### src/pmc_cfg.svh
//
// Contract
// - Halt CPU for the halt mode only once the setting instruction finishes.
// - Halt mode keeps registers, memory, clocks and peripherals running.
// - Enabled interrupt clears halt select, resumes CPU, interrupt then serviced.
// - Reset ending any low-power mode runs normal reset, starts at zero.
// - Enabled watchdog keeps counting in halt mode and resets the device.
// - Stop entered after setting instruction; internal oscillator, CPU, peripherals stop.
// - In stop only the missing-clock detector runs; analog keeps its enables.
// - Stop mode ends only through a reset, never through an interrupt.
// - Enabled missing-clock detector resets in stop after its 100 us timeout.
// - Suspend select halts CPU and internal oscillator after setting instruction.
// - In suspend only the port match logic stays active.
// - Suspend ends on port match, enabled comparator low, or reset.
// - Non-reset suspend wake resumes, servicing the wake interrupt if configured.
// - Halt and stop select bits always read back as zero.
`ifndef PMC_CFG_SVH
`define PMC_CFG_SVH

// Register map, byte addresses on the plain port
`define PMC_ADDR_PWR 8'h00
`define PMC_ADDR_OSC 8'h01
`define PMC_ADDR_VREF 8'h02
`define PMC_ADDR_STAT 8'h03
`define PMC_ADDR_CFG 8'h04
`define PMC_ADDR_KICK 8'h05

// Field positions
`define PMC_BIT_IDLE 0
`define PMC_BIT_STOP 1
`define PMC_GF_LSB 2
`define PMC_BIT_SUSP 5
`define PMC_BIT_ZTC 3
`define PMC_BIT_WDT_EN 0
`define PMC_BIT_MCD_EN 1
`define PMC_BIT_CMP_WK 2
`define PMC_BIT_WK_IRQ 3

// Reset values
`define PMC_RST_PWR 8'h00
`define PMC_RST_OSC 8'h00
`define PMC_RST_VREF 8'h00
`define PMC_RST_CFG 8'h03
`define PMC_BOOT_ADDR 16'h0000

// Timing
`define PMC_CLK_PERIOD_NS 100
`define PMC_MCD_TIMEOUT_US 100
`define PMC_MCD_CYCLES ((`PMC_MCD_TIMEOUT_US * 1000) / `PMC_CLK_PERIOD_NS)
`define PMC_WDT_LIMIT 12'hfff

`endif

### src/pmc_pkg.sv
package pmc_pkg;

    // Power mode state, one-hot
    typedef enum logic [6:0] {
        PMC_RUN = 7'h01,
        PMC_PEND_IDLE = 7'h02,
        PMC_PEND_STOP = 7'h04,
        PMC_PEND_SUSP = 7'h08,
        PMC_IDLE = 7'h10,
        PMC_STOP = 7'h20,
        PMC_SUSP = 7'h40
    } pmc_state_e;

    typedef logic [7:0] pmc_byte_t;

endpackage : pmc_pkg

### src/pmc_tmr_if.sv
`timescale 1ns/1ps

// Link between the mode controller and its timer unit
interface pmc_tmr_if;
    logic wdt_en;
    logic mcd_en;
    logic wdt_run;
    logic in_stop;
    logic wdt_kick;
    logic wdt_expire;
    logic mcd_expire;

    modport ctl (
        output wdt_en,
        output mcd_en,
        output wdt_run,
        output in_stop,
        output wdt_kick,
        input wdt_expire,
        input mcd_expire
    );

    modport tmr (
        input wdt_en,
        input mcd_en,
        input wdt_run,
        input in_stop,
        input wdt_kick,
        output wdt_expire,
        output mcd_expire
    );
endinterface : pmc_tmr_if

### src/pmc_power_ctrl.sv
// Design decisions made here: the plain strobed port and the register addresses.
`timescale 1ns/1ps
`include "pmc_cfg.svh"

module pmc_power_ctrl (
    input wire logic ref_clk,
    input wire logic reset,
    // Register port
    input wire logic [7:0] reg_addr,
    input wire logic [7:0] reg_wdata,
    input wire logic reg_wr,
    input wire logic reg_rd,
    output logic [7:0] reg_rdata,
    // Core side
    input wire logic instr_done,
    input wire logic irq_pending,
    input wire logic port_match,
    input wire logic cmp_low,
    output logic cpu_clk_en,
    output logic periph_clk_en,
    output logic int_osc_en,
    output logic irq_logic_en,
    output logic port_match_en,
    output logic wake_irq,
    output logic reset_req,
    output logic [15:0] boot_addr
);

    // =========================================
    // Declarations
    pmc_pkg::pmc_state_e state_ff;
    pmc_pkg::pmc_state_e nxt_state;
    pmc_pkg::pmc_byte_t gf_ff;
    pmc_pkg::pmc_byte_t osc_ff;
    pmc_pkg::pmc_byte_t vref_ff;
    pmc_pkg::pmc_byte_t cfg_ff;
    pmc_pkg::pmc_byte_t rdata_ff;
    logic wake_irq_ff;
    logic reset_req_ff;
    logic [15:0] boot_addr_ff;

    logic wr_pwr;
    logic wr_osc;
    logic set_idle;
    logic set_stop;
    logic set_susp;
    logic susp_wake;
    logic susp_clear;

    pmc_tmr_if tif ();

    // =========================================
    // Write decode
    assign wr_pwr = reg_wr && (reg_addr == `PMC_ADDR_PWR);
    assign wr_osc = reg_wr && (reg_addr == `PMC_ADDR_OSC);
    assign set_idle = wr_pwr && reg_wdata[`PMC_BIT_IDLE];
    assign set_stop = wr_pwr && reg_wdata[`PMC_BIT_STOP];
    assign set_susp = wr_osc && reg_wdata[`PMC_BIT_SUSP];

    // Wake sources seen in suspend
    assign susp_wake = port_match ||
        (cmp_low && cfg_ff[`PMC_BIT_CMP_WK]);
    assign susp_clear = (state_ff == pmc_pkg::PMC_SUSP) && susp_wake;

    // =========================================
    // Mode sequencer
    // A select written by software only arms the mode; the CPU keeps
    // running until it reports the setting instruction complete.
    always_comb begin
        nxt_state = state_ff;
        case (state_ff)
            pmc_pkg::PMC_RUN: begin
                // Stop wins over halt when both land together
                if (set_stop) begin
                    nxt_state = pmc_pkg::PMC_PEND_STOP;
                end else if (set_susp) begin
                    nxt_state = pmc_pkg::PMC_PEND_SUSP;
                end else if (set_idle) begin
                    nxt_state = pmc_pkg::PMC_PEND_IDLE;
                end
            end
            pmc_pkg::PMC_PEND_IDLE: begin
                if (instr_done) begin
                    nxt_state = pmc_pkg::PMC_IDLE;
                end
            end
            pmc_pkg::PMC_PEND_STOP: begin
                if (instr_done) begin
                    nxt_state = pmc_pkg::PMC_STOP;
                end
            end
            pmc_pkg::PMC_PEND_SUSP: begin
                if (instr_done) begin
                    nxt_state = pmc_pkg::PMC_SUSP;
                end
            end
            pmc_pkg::PMC_IDLE: begin
                // An enabled interrupt resumes; the core then services it
                if (irq_pending) begin
                    nxt_state = pmc_pkg::PMC_RUN;
                end
            end
            pmc_pkg::PMC_STOP: begin
                // No exit here: only the reset input leaves stop
                nxt_state = pmc_pkg::PMC_STOP;
            end
            pmc_pkg::PMC_SUSP: begin
                if (susp_wake) begin
                    nxt_state = pmc_pkg::PMC_RUN;
                end
            end
            default: begin
                nxt_state = pmc_pkg::PMC_RUN;
            end
        endcase
    end

    // State register; reset lands in run whatever mode was active
    always_ff @(posedge ref_clk or posedge reset) begin
        if (reset) begin
            state_ff <= pmc_pkg::PMC_RUN;
        end else begin
            state_ff <= nxt_state;
        end
    end

    // =========================================
    // Registers written by software
    // General purpose flags; select bits are not stored at all
    always_ff @(posedge ref_clk or posedge reset) begin
        if (reset) begin
            gf_ff <= `PMC_RST_PWR;
        end else if (wr_pwr) begin
            gf_ff <= {reg_wdata[7:`PMC_GF_LSB], 2'b00};
        end
    end

    // Oscillator control; the suspend bit drops on a wake,
    // and a wake in the same cycle as a write still clears it
    always_ff @(posedge ref_clk or posedge reset) begin
        if (reset) begin
            osc_ff <= `PMC_RST_OSC;
        end else if (wr_osc) begin
            osc_ff <= reg_wdata;
            if (susp_clear) begin
                osc_ff[`PMC_BIT_SUSP] <= 1'b0;
            end
        end else if (susp_clear) begin
            osc_ff[`PMC_BIT_SUSP] <= 1'b0;
        end
    end

    // Voltage reference control, kept for software
    always_ff @(posedge ref_clk or posedge reset) begin
        if (reset) begin
            vref_ff <= `PMC_RST_VREF;
        end else if (reg_wr && (reg_addr == `PMC_ADDR_VREF)) begin
            vref_ff <= reg_wdata;
        end
    end

    // Configuration: watchdog, detector and wake options
    always_ff @(posedge ref_clk or posedge reset) begin
        if (reset) begin
            cfg_ff <= `PMC_RST_CFG;
        end else if (reg_wr && (reg_addr == `PMC_ADDR_CFG)) begin
            cfg_ff <= {4'h0, reg_wdata[3:0]};
        end
    end

    // =========================================
    // Read port, data one cycle after the strobe
    always_ff @(posedge ref_clk or posedge reset) begin
        if (reset) begin
            rdata_ff <= 8'h00;
        end else if (reg_rd) begin
            case (reg_addr)
                `PMC_ADDR_PWR: rdata_ff <= gf_ff;
                `PMC_ADDR_OSC: rdata_ff <= osc_ff;
                `PMC_ADDR_VREF: rdata_ff <= vref_ff;
                `PMC_ADDR_STAT: rdata_ff <= {1'b0, state_ff};
                `PMC_ADDR_CFG: rdata_ff <= cfg_ff;
                default: rdata_ff <= 8'h00;
            endcase
        end else begin
            rdata_ff <= 8'h00;
        end
    end

    assign reg_rdata = rdata_ff;

    // =========================================
    // Wake interrupt request
    // Raised for one cycle on a suspend wake when configured to
    always_ff @(posedge ref_clk or posedge reset) begin
        if (reset) begin
            wake_irq_ff <= 1'b0;
        end else begin
            wake_irq_ff <= susp_clear && cfg_ff[`PMC_BIT_WK_IRQ];
        end
    end

    assign wake_irq = wake_irq_ff;

    // =========================================
    // Timer unit
    assign tif.wdt_en = cfg_ff[`PMC_BIT_WDT_EN];
    assign tif.mcd_en = cfg_ff[`PMC_BIT_MCD_EN];
    // Watchdog runs in run and halt, frozen in stop and suspend
    assign tif.wdt_run = (state_ff != pmc_pkg::PMC_STOP) &&
        (state_ff != pmc_pkg::PMC_SUSP);
    assign tif.in_stop = (state_ff == pmc_pkg::PMC_STOP);
    assign tif.wdt_kick = reg_wr && (reg_addr == `PMC_ADDR_KICK);

    pmc_timers u_timers (
        .ref_clk(ref_clk),
        .reset(reset),
        .tif(tif)
    );

    // =========================================
    // Internal reset request
    // The system returns it on the reset input, which clears every mode
    always_ff @(posedge ref_clk or posedge reset) begin
        if (reset) begin
            reset_req_ff <= 1'b0;
        end else begin
            reset_req_ff <= tif.wdt_expire || tif.mcd_expire;
        end
    end

    assign reset_req = reset_req_ff;

    // Start address after any reset
    always_ff @(posedge ref_clk or posedge reset) begin
        if (reset) begin
            boot_addr_ff <= `PMC_BOOT_ADDR;
        end else begin
            boot_addr_ff <= `PMC_BOOT_ADDR;
        end
    end

    assign boot_addr = boot_addr_ff;

    // =========================================
    // Clock and power gating
    // CPU clock stops in every low-power mode; pending states keep it so
    // the setting instruction can finish.
    assign cpu_clk_en = (state_ff == pmc_pkg::PMC_RUN) ||
        (state_ff == pmc_pkg::PMC_PEND_IDLE) ||
        (state_ff == pmc_pkg::PMC_PEND_STOP) ||
        (state_ff == pmc_pkg::PMC_PEND_SUSP);

    // Halt mode keeps peripherals and clocks alive
    assign periph_clk_en = (state_ff != pmc_pkg::PMC_STOP) &&
        (state_ff != pmc_pkg::PMC_SUSP);

    // Internal oscillator off in stop and suspend
    assign int_osc_en = (state_ff != pmc_pkg::PMC_STOP) &&
        (state_ff != pmc_pkg::PMC_SUSP);

    // Interrupt logic asleep in stop and suspend
    assign irq_logic_en = (state_ff != pmc_pkg::PMC_STOP) &&
        (state_ff != pmc_pkg::PMC_SUSP);

    // Port match survives suspend but not stop
    assign port_match_en = (state_ff != pmc_pkg::PMC_STOP);

endmodule : pmc_power_ctrl

### src/pmc_timers.sv
`timescale 1ns/1ps
`include "pmc_cfg.svh"

module pmc_timers (
    input wire logic ref_clk,
    input wire logic reset,
    pmc_tmr_if.tmr tif
);

    localparam logic [9:0] MCD_LAST = 10'(`PMC_MCD_CYCLES - 1);

    logic [11:0] wdt_cnt_ff;
    logic [9:0] mcd_cnt_ff;
    logic wdt_exp_ff;
    logic mcd_exp_ff;

    // =========================================
    // Watchdog
    // Frozen while not running so stop and suspend keep it still
    always_ff @(posedge ref_clk or posedge reset) begin
        if (reset) begin
            wdt_cnt_ff <= 12'h000;
            wdt_exp_ff <= 1'b0;
        end else if (!tif.wdt_en || tif.wdt_kick) begin
            wdt_cnt_ff <= 12'h000;
            wdt_exp_ff <= 1'b0;
        end else if (tif.wdt_run) begin
            wdt_exp_ff <= (wdt_cnt_ff == `PMC_WDT_LIMIT);
            if (wdt_cnt_ff != `PMC_WDT_LIMIT) begin
                wdt_cnt_ff <= wdt_cnt_ff + 12'h001;
            end
        end
    end

    // =========================================
    // Missing-clock detector
    // The system clock is gone in stop, so the detector times the stop
    // period on its own; outside stop the clock is present and it idles.
    always_ff @(posedge ref_clk or posedge reset) begin
        if (reset) begin
            mcd_cnt_ff <= 10'h000;
            mcd_exp_ff <= 1'b0;
        end else if (!tif.mcd_en || !tif.in_stop) begin
            mcd_cnt_ff <= 10'h000;
            mcd_exp_ff <= 1'b0;
        end else begin
            mcd_exp_ff <= (mcd_cnt_ff == MCD_LAST);
            if (mcd_cnt_ff != MCD_LAST) begin
                mcd_cnt_ff <= mcd_cnt_ff + 10'h001;
            end
        end
    end

    assign tif.wdt_expire = wdt_exp_ff;
    assign tif.mcd_expire = mcd_exp_ff;

endmodule : pmc_timers

### config.mk
export PLATFORM = sky130hd
export DESIGN_NAME = pmc_power_ctrl
export DESIGN_NICKNAME = d
export VERILOG_FILES = /design/src/pmc_pkg.sv /design/src/pmc_tmr_if.sv /design/src/pmc_power_ctrl.sv /design/src/pmc_timers.sv
export VERILOG_INCLUDE_DIRS = /design/src
export SDC_FILE = /design/constraint.sdc
export NUM_CORES = 1
export LEC_CHECK = 0
export ABC_CLOCK_PERIOD_IN_PS = 4900
export BUFFER_PORTS_ARGS = -buffer_cell sky130_fd_sc_hd__clkbuf_2
export CORE_UTILIZATION = 25
export DETAILED_ROUTE_END_ITERATION = 10
export HOLD_SLACK_MARGIN = 0.06
export PLACE_DENSITY = 0.49
export SLEW_MARGIN = 20
export SYNTH_ARGS = -nofsm -noshare
export SYNTH_HDL_FRONTEND = slang
export SYNTH_SLANG_ARGS = --single-unit
### constraint.sdc
create_clock -name ref_clk -period 4.9 [get_ports ref_clk]
set_clock_uncertainty 0.2 [all_clocks]
set_input_delay 0.245 -clock ref_clk [delete_from_list [all_inputs] [get_ports ref_clk]]
set_output_delay 0.245 -clock ref_clk [all_outputs]
set_load 0.02 [all_outputs]
==> results of run 1 <==
worst max-delay path by stage:
stage                     to  slack (ps)  cells past startpoint
6_report          int_osc_en        2110                      4
3_3_place_gp     state_ff[6]        2270                      6
3_5_place_dp     state_ff[6]        2230                      6
2_1_floorplan    state_ff[6]        2620                      6
5_1_grt        periph_clk_en        2040                      4
4_1_cts           int_osc_en        2120                      4
cell usage in the layout, fill, tap and decap left out, types with 5 or more instances in the layout:
cell / n
dfrtp_1: 64
clkbuf_2: 38
nor2_1: 36
mux2_2: 23
nand2_1: 18
conb_1: 16
xnor2_1: 14
a21oi_1: 12
dlygate4sd3_1: 12
nand4_1: 9
nand3_1: 9
nor3_1: 9
clkbuf_16: 9
inv_1: 7
o21ai_0: 7
and3_1: 6
mux2i_1: 6
xor2_1: 5
mux4_2: 5
cells by family after synthesis:
| kind of cell | after synthesis |
|---|---|
| compound gates | 37 |
| xor+xnor | 19 |
| fa+ha+maj | 2 |
| buf+inv | 40 |
| flops | 67 |
| mux | 35 |
| other cells | 1 |
| simple gates | 125 |
repair_timing:
action	4_1_cts	5_1_grt
setup buffers	0	0
hold buffers	12	0
endpoints found under the hold margin	54	0
cell usage after synthesis, types with 4 or more instances:
cell / n
buf_4: 18
xnor2_1: 14
nor3b_1: 4
mux4_2: 5
nand2_1: 18
nor2b_1: 4
mux2i_1: 6
xor2_1: 5
nor3_1: 9
dfrtp_1: 64
nor4_1: 4
clkbuf_1: 13
nor2_1: 36
o21ai_0: 7
nand4_1: 9
inv_1: 8
and3_1: 6
a21oi_1: 12
mux2_2: 23
nand3_1: 9
sequential cells by signal, summed over array words and instances (netlist names):
register and cells:
wake_irq 1, cfg_ff 4, u_timers.tif.wdt_expire 1, vref_ff 8
state_ff 7, u_timers.mcd_cnt_ff 10, osc_ff 8, u_timers.wdt_cnt_ff 12
reg_rdata 8, u_timers.tif.mcd_expire 1, gf_ff 6, reset_req 1
power by group through the flow:
stage	clock (uW)	sequential (uW)	combinational, uW
after detailed placement	0	592	128
after floorplan	0	587	104
after global placement	0	592	126
after CTS	649	582	135
final	639	583	134
after global routing	678	585	147
routing by layer:
layer  vias up  wire length (um)  track usage, %
met5         -                 0               0
met4         0               144            5.08
met3        10               342            2.42
met2        76              3470            17.5
met1      1250              3460            14.5
li1       1213                 -               -
area by class of cell:
type / instances / area [um^2] / area share (%)
Inverter: 8 / 30.0 / 0.720
Clock inverter: 4 / 51.3 / 1.23
Tap cell: 176 / 220 / 5.28
Clock buffer: 11 / 243 / 5.82
Timing Repair Buffer: 51 / 318 / 7.62
Sequential cell: 67 / 1680 / 40.3
Multi-Input combinational cell: 234 / 1630 / 39.1
worst max-delay path, cell delays in order (launching register included):
cell and delay (ps):
dfrtp_1 520, or4_1 620, nor3_2 500, inv_1 180
clkbuf_2 200
per-stage QoR:
| stage | worst slack [ps] | utilization (%) | hold WS, ps | std cells |
|---|---|---|---|---|
| after floorplan | 2620 | - | 183 | 341 |
| after global placement | 2270 | 28.0 | 96.4 | 524 |
| after detailed placement | 2230 | 28.0 | 99.0 | 524 |
| after CTS | 2120 | 31.1 | 185 | 551 |
| after global routing | 2040 | 31.1 | 183 | 551 |
| final | 2110 | 31.1 | 183 | 551 |
==> results.yml, run 1 <==
yosys:
  synthFlopType: "dfrtp_1"
  synth_edf_count: 0
  synth_top_family_by_area: "simple AND/OR/NAND/NOR gates"
  synth-simple-area-share_pct: 20.3
  yosysTopAreaCellShare_pct: 46.0
  async_flop_share_pct: 100
  postSynthAreaPerCell_um2: 10.7
  netlist_area_um2: 3480
  syn-instance-count: 326
  synth_compound_gate_area_share_pct: 6.51
  synth_adder_area_share_pct: 0.719
  synth_seq_cells: 67
  synth_cell_type_count: 49
  ys_warn_count: 0
  synthXorXnorAreaFrac_pct: 4.78
  synth_mux_area_share_pct: 12.8
  netlist_top_cells_area: "dfrtp_1 (46%), mux2_2 (7.4%), buf_4 (3.9%), nor2_1 (3.9%), xnor2_1 (3.5%)"
  synth_top_cell_by_area: "dfrtp_1"
  yosysSeqAreaShare_pct: 48.3
grt:
  grt.total_usage_pct: 11.1
  grt_antenna_before_repair: 0
  grt_max_degree: 45
  grt_pass1_wl_mm: 12.4
  first_global_vias: 2451
  grt-ovfl-total: 0
run_status:
  status: "complete, no violations"
drt:
  num_vias: 2549
  viasPerCell: 4.63
  route.final.wire_length_mm: 7.42
  antenna_left: 0
  firstDrtPassIters: 4
  routedWlPerCell_um: 13.5
  route.detailed.drc: 0
  drt-initial-drc-count: 107
power:
  p_clk_share_pct: 47.1
  power.total_uw: 1360
  combPwrFrac_pct: 9.9
  ir_worst_vdd_v: 0.000144
  power.density_nw_per_um2: 325
  power.internal_uw: 1030
  p_leak_uw: 0.00186
  p_seq_share_pct: 43.0
  switchingPower_uw: 328
  power_switching_share_pct: 24.2
sta:
  slew_headroom_pct: 38.2
  worstMarginPinSlew_ps: 921
  slew_viol_final: 0
  fmax_mhz: 358
  final.min_clock_period_ps: 2790
  finalSetupViolations: 0
  hold_viol: 0
  fin_setup_tns_ps: 0
  finalCritPeriodShare_pct: 56.9
  rsz0062_at_grt: "false"
setup_path:
  critical_path_arrival_ps: 2350
  startpoint: "state_ff[1]"
  r2r_start: "state_ff[4]"
  worstSetupStartpointType: "flip-flop"
  path_max_fanout: 13
  required_ps: 4450
  end_kind: "primary output"
  reg2reg_depth: 5
  rr_endpoint: "state_ff[6]"
  crit_type: "reg -> out"
  rrSetupSlack_ps: 2290
cells_and_area:
  antenna_cells: 0
  final_area_um2: 4170
  n_fill_cell: 1372
  fin_nets: 397
  area_growth_pct: 19.9
  drive_above_1_share_pct: 26.1
clock_tree:
  cts.clk_slew.worst_paths_ps: 60
  cts_resized: 0
  clock-sinks: 67
  ctsRootBufferMaster: "clkbuf_16"
  cts.path.max_buffers: 2
  cts_max_level: 3
  numCtsBuffers: 9
  cts_tree: "yes"
  insertion_delay_ps: 330
floorplanning:
  core_area_um2: 13400
  ios: 55
  dieArea_um2: 14400
  initial_core_util_pct: 26.0
  die_y_um: 120
  die_w_um: 120
  row_count: 42
placed_design:
  dp_hpwl_mm: 5.27
  portBuffers: 38
  placed_area_um2: 3760
  globalplace.congestion: 0.740
hold_path:
  holdPathStages: 3
  min_to: "reg_rdata[7]"
  hold_path_class: "in -> reg"
  min_from: "reg_addr[3]"
flow_run:
  maxCapViolCount: 0
Power figures use the tool's default switching activity.
==> run 2, diff against run 1 <==
ABC_CLOCK_PERIOD_IN_PS = 2800   (was 4900)
clock period = 2.8 ns   (was 4.9 ns; I/O delays follow)
==> run 2 against run 1 <==
Via count down 0.12%. Sequential share of layout area down 0.56 points. Die area unchanged. Hold slack worse by 95 ps. Critical path depth unchanged. Design area up 1.4%. Clock power up 80%. Highest routed layer unchanged.
==> results.yml, run 2 (same netlist as run 1, synthesis figures left out) <==
cells_and_area:
  drive_above_1_share_pct: 27.0
  regMostFlops: "u_timers.wdt_cnt_ff"
  final_common_cell: "dfrtp_1"
  antenna_cells: 0
  multi_input_area_um2: 1630
  n_fill_cell: 1385
  area_growth_pct: 21.6
  largest_reg_flops: 12
  layout_common_cells: "dfrtp_1 (64), clkbuf_2 (38), nor2_1 (36), mux2_2 (23), nand2_1 (18)"
  reg_top3: "u_timers.wdt_cnt_ff x12, u_timers.mcd_cnt_ff x10"
  fin_nets: 403
  final_cells: 558
  seqCellArea_um2: 1680
sta:
  finalSetupViolations: 0
  finalCritPeriodShare_pct: 94.7
  rsz0062_at_grt: "false"
  fmax_mhz: 377
  slew_headroom_pct: 43.6
  hold_ws_ps: 87.5
  final.min_clock_period_ps: 2650
  slew_viol_final: 0
  hold_viol: 0
  fin_setup_tns_ps: 0
  worstMarginPinSlew_ps: 846
grt:
  grt.total_usage_pct: 11.2
  grt_antenna_before_repair: 0
  first_global_vias: 2486
  grt-ovfl-total: 0
  grt_max_degree: 68
  grt_pass1_wl_mm: 12.5
setup_path:
  slowest_delay_ps: 610
  worstSetupStartpointType: "flip-flop"
  critical_path_arrival_ps: 2310
  path_cells: "or4_1 -> nor3_2 -> inv_1 -> clkbuf_2"
  required_ps: 2460
  path_max_fanout: 13
  crit_type: "reg -> out"
  end_kind: "primary output"
  crit_family: "simple AND/OR/NAND/NOR gates"
  crit_buf_inv: 2
  crit_path_top_delay_cell: "or4_1"
drt:
  routedWlPerCell_um: 13.3
  antenna_left: 0
  firstDrtPassIters: 4
  viasPerCell: 4.56
  drt-initial-drc-count: 110
  route.detailed.drc: 0
  num_vias: 2546
  route.final.wire_length_mm: 7.42
clock_tree:
  clock-sinks: 67
  cts_max_level: 3
  cts.clk_slew.worst_paths_ps: 50
  ctsRootBufferMaster: "clkbuf_16"
  post-cts-setup-buffers: 0
  cts_tree: "yes"
  insertion_delay_ps: 320
  numCtsBuffers: 9
  cts.path.max_buffers: 2
run_status:
  status: "complete, no violations"
placed_design:
  portBuffers: 38
  dp_hpwl_mm: 5.27
  globalplace.congestion: 0.782
  dp_cells: 530
floorplanning:
  row_count: 42
  die_y_um: 120
  core_area_um2: 13400
  dieArea_um2: 14400
  initial_core_util_pct: 26.0
  die_w_um: 120
  ios: 55
hold_path:
  hold_path_class: "in -> reg"
power:
  power.density_nw_per_um2: 567
  ir_worst_vdd_v: 0.000196
  power.total_uw: 2400
  p_leak_uw: 0.00190
flow_run:
  maxCapViolCount: 0
run 2: area by class of cell:
type | count | area share, %
Clock inverter | 1 | 0.710
Clock buffer | 15 | 6.57
Multi-Input combinational cell | 234 | 38.5
Inverter | 8 | 0.710
Tap cell | 176 | 5.21
Sequential cell | 67 | 39.7
Timing Repair Buffer | 57 | 8.58
run 2: worst min-delay path, delay by kind of cell:
kind | cells | cell delay [ps]
and+or+nand+nor | 2 | 250
buffers and inverters | 1 | 170
run 2: per-stage QoR:
| stage | util, % | worst slack [ps] | instance area, um^2 |
|---|---|---|---|
| after floorplan | - | 585 | 3530 |
| after global placement | 28.4 | 499 | 3800 |
| after detailed placement | 28.4 | 463 | 3800 |
| after CTS | 31.6 | 110 | 4230 |
| after global routing | 31.6 | 21.1 | 4230 |
| final | 31.6 | 148 | 4230 |
run 2: path summary, 6_finish.rpt:
check / start / endpoint / slack, ps / depth (start not counted)
worst max-delay path: state_ff[1] / periph_clk_en / 150 / 4
worst min-delay path: reg_addr[3] / reg_rdata[4] / 90 / 3
worst max register to register: state_ff[1] / u_timers.wdt_cnt_ff[0] / 460 / 5
worst min register to register: u_timers.tif.mcd_expire / reset_req / 230 / 1
max in group asynchronous: reset / osc_ff[0] / 1440 / 4
min in group asynchronous: reset / u_timers.wdt_cnt_ff[11] / 410 / 4
run 2: report_power, final:
part / internal, uW / switching (uW) / total [uW]
logic: 94.2 / 140 / 234
registers: 997 / 21.2 / 1020
clock network: 763 / 384 / 1150
total: 1850 / 545 / 2400
run 2: timing repair:
item | CTS | global route
gates resized for setup | 0 | 0
hold buffers | 12 | 0
endpoints found under the hold margin | 101 | 0
run 2: routing by layer:
layer | part of all wire, % | GRT usage (%) | up-vias | wire, um
met4 | 1.5 | 4.92 | 0 | 114
met3 | 3.2 | 2.38 | 6 | 236
met1 | 48 | 15.1 | 1264 | 3560
li1 | - | - | 1225 | -
met5 | 0 | 0 | - | 0
met2 | 47 | 17.1 | 51 | 3520
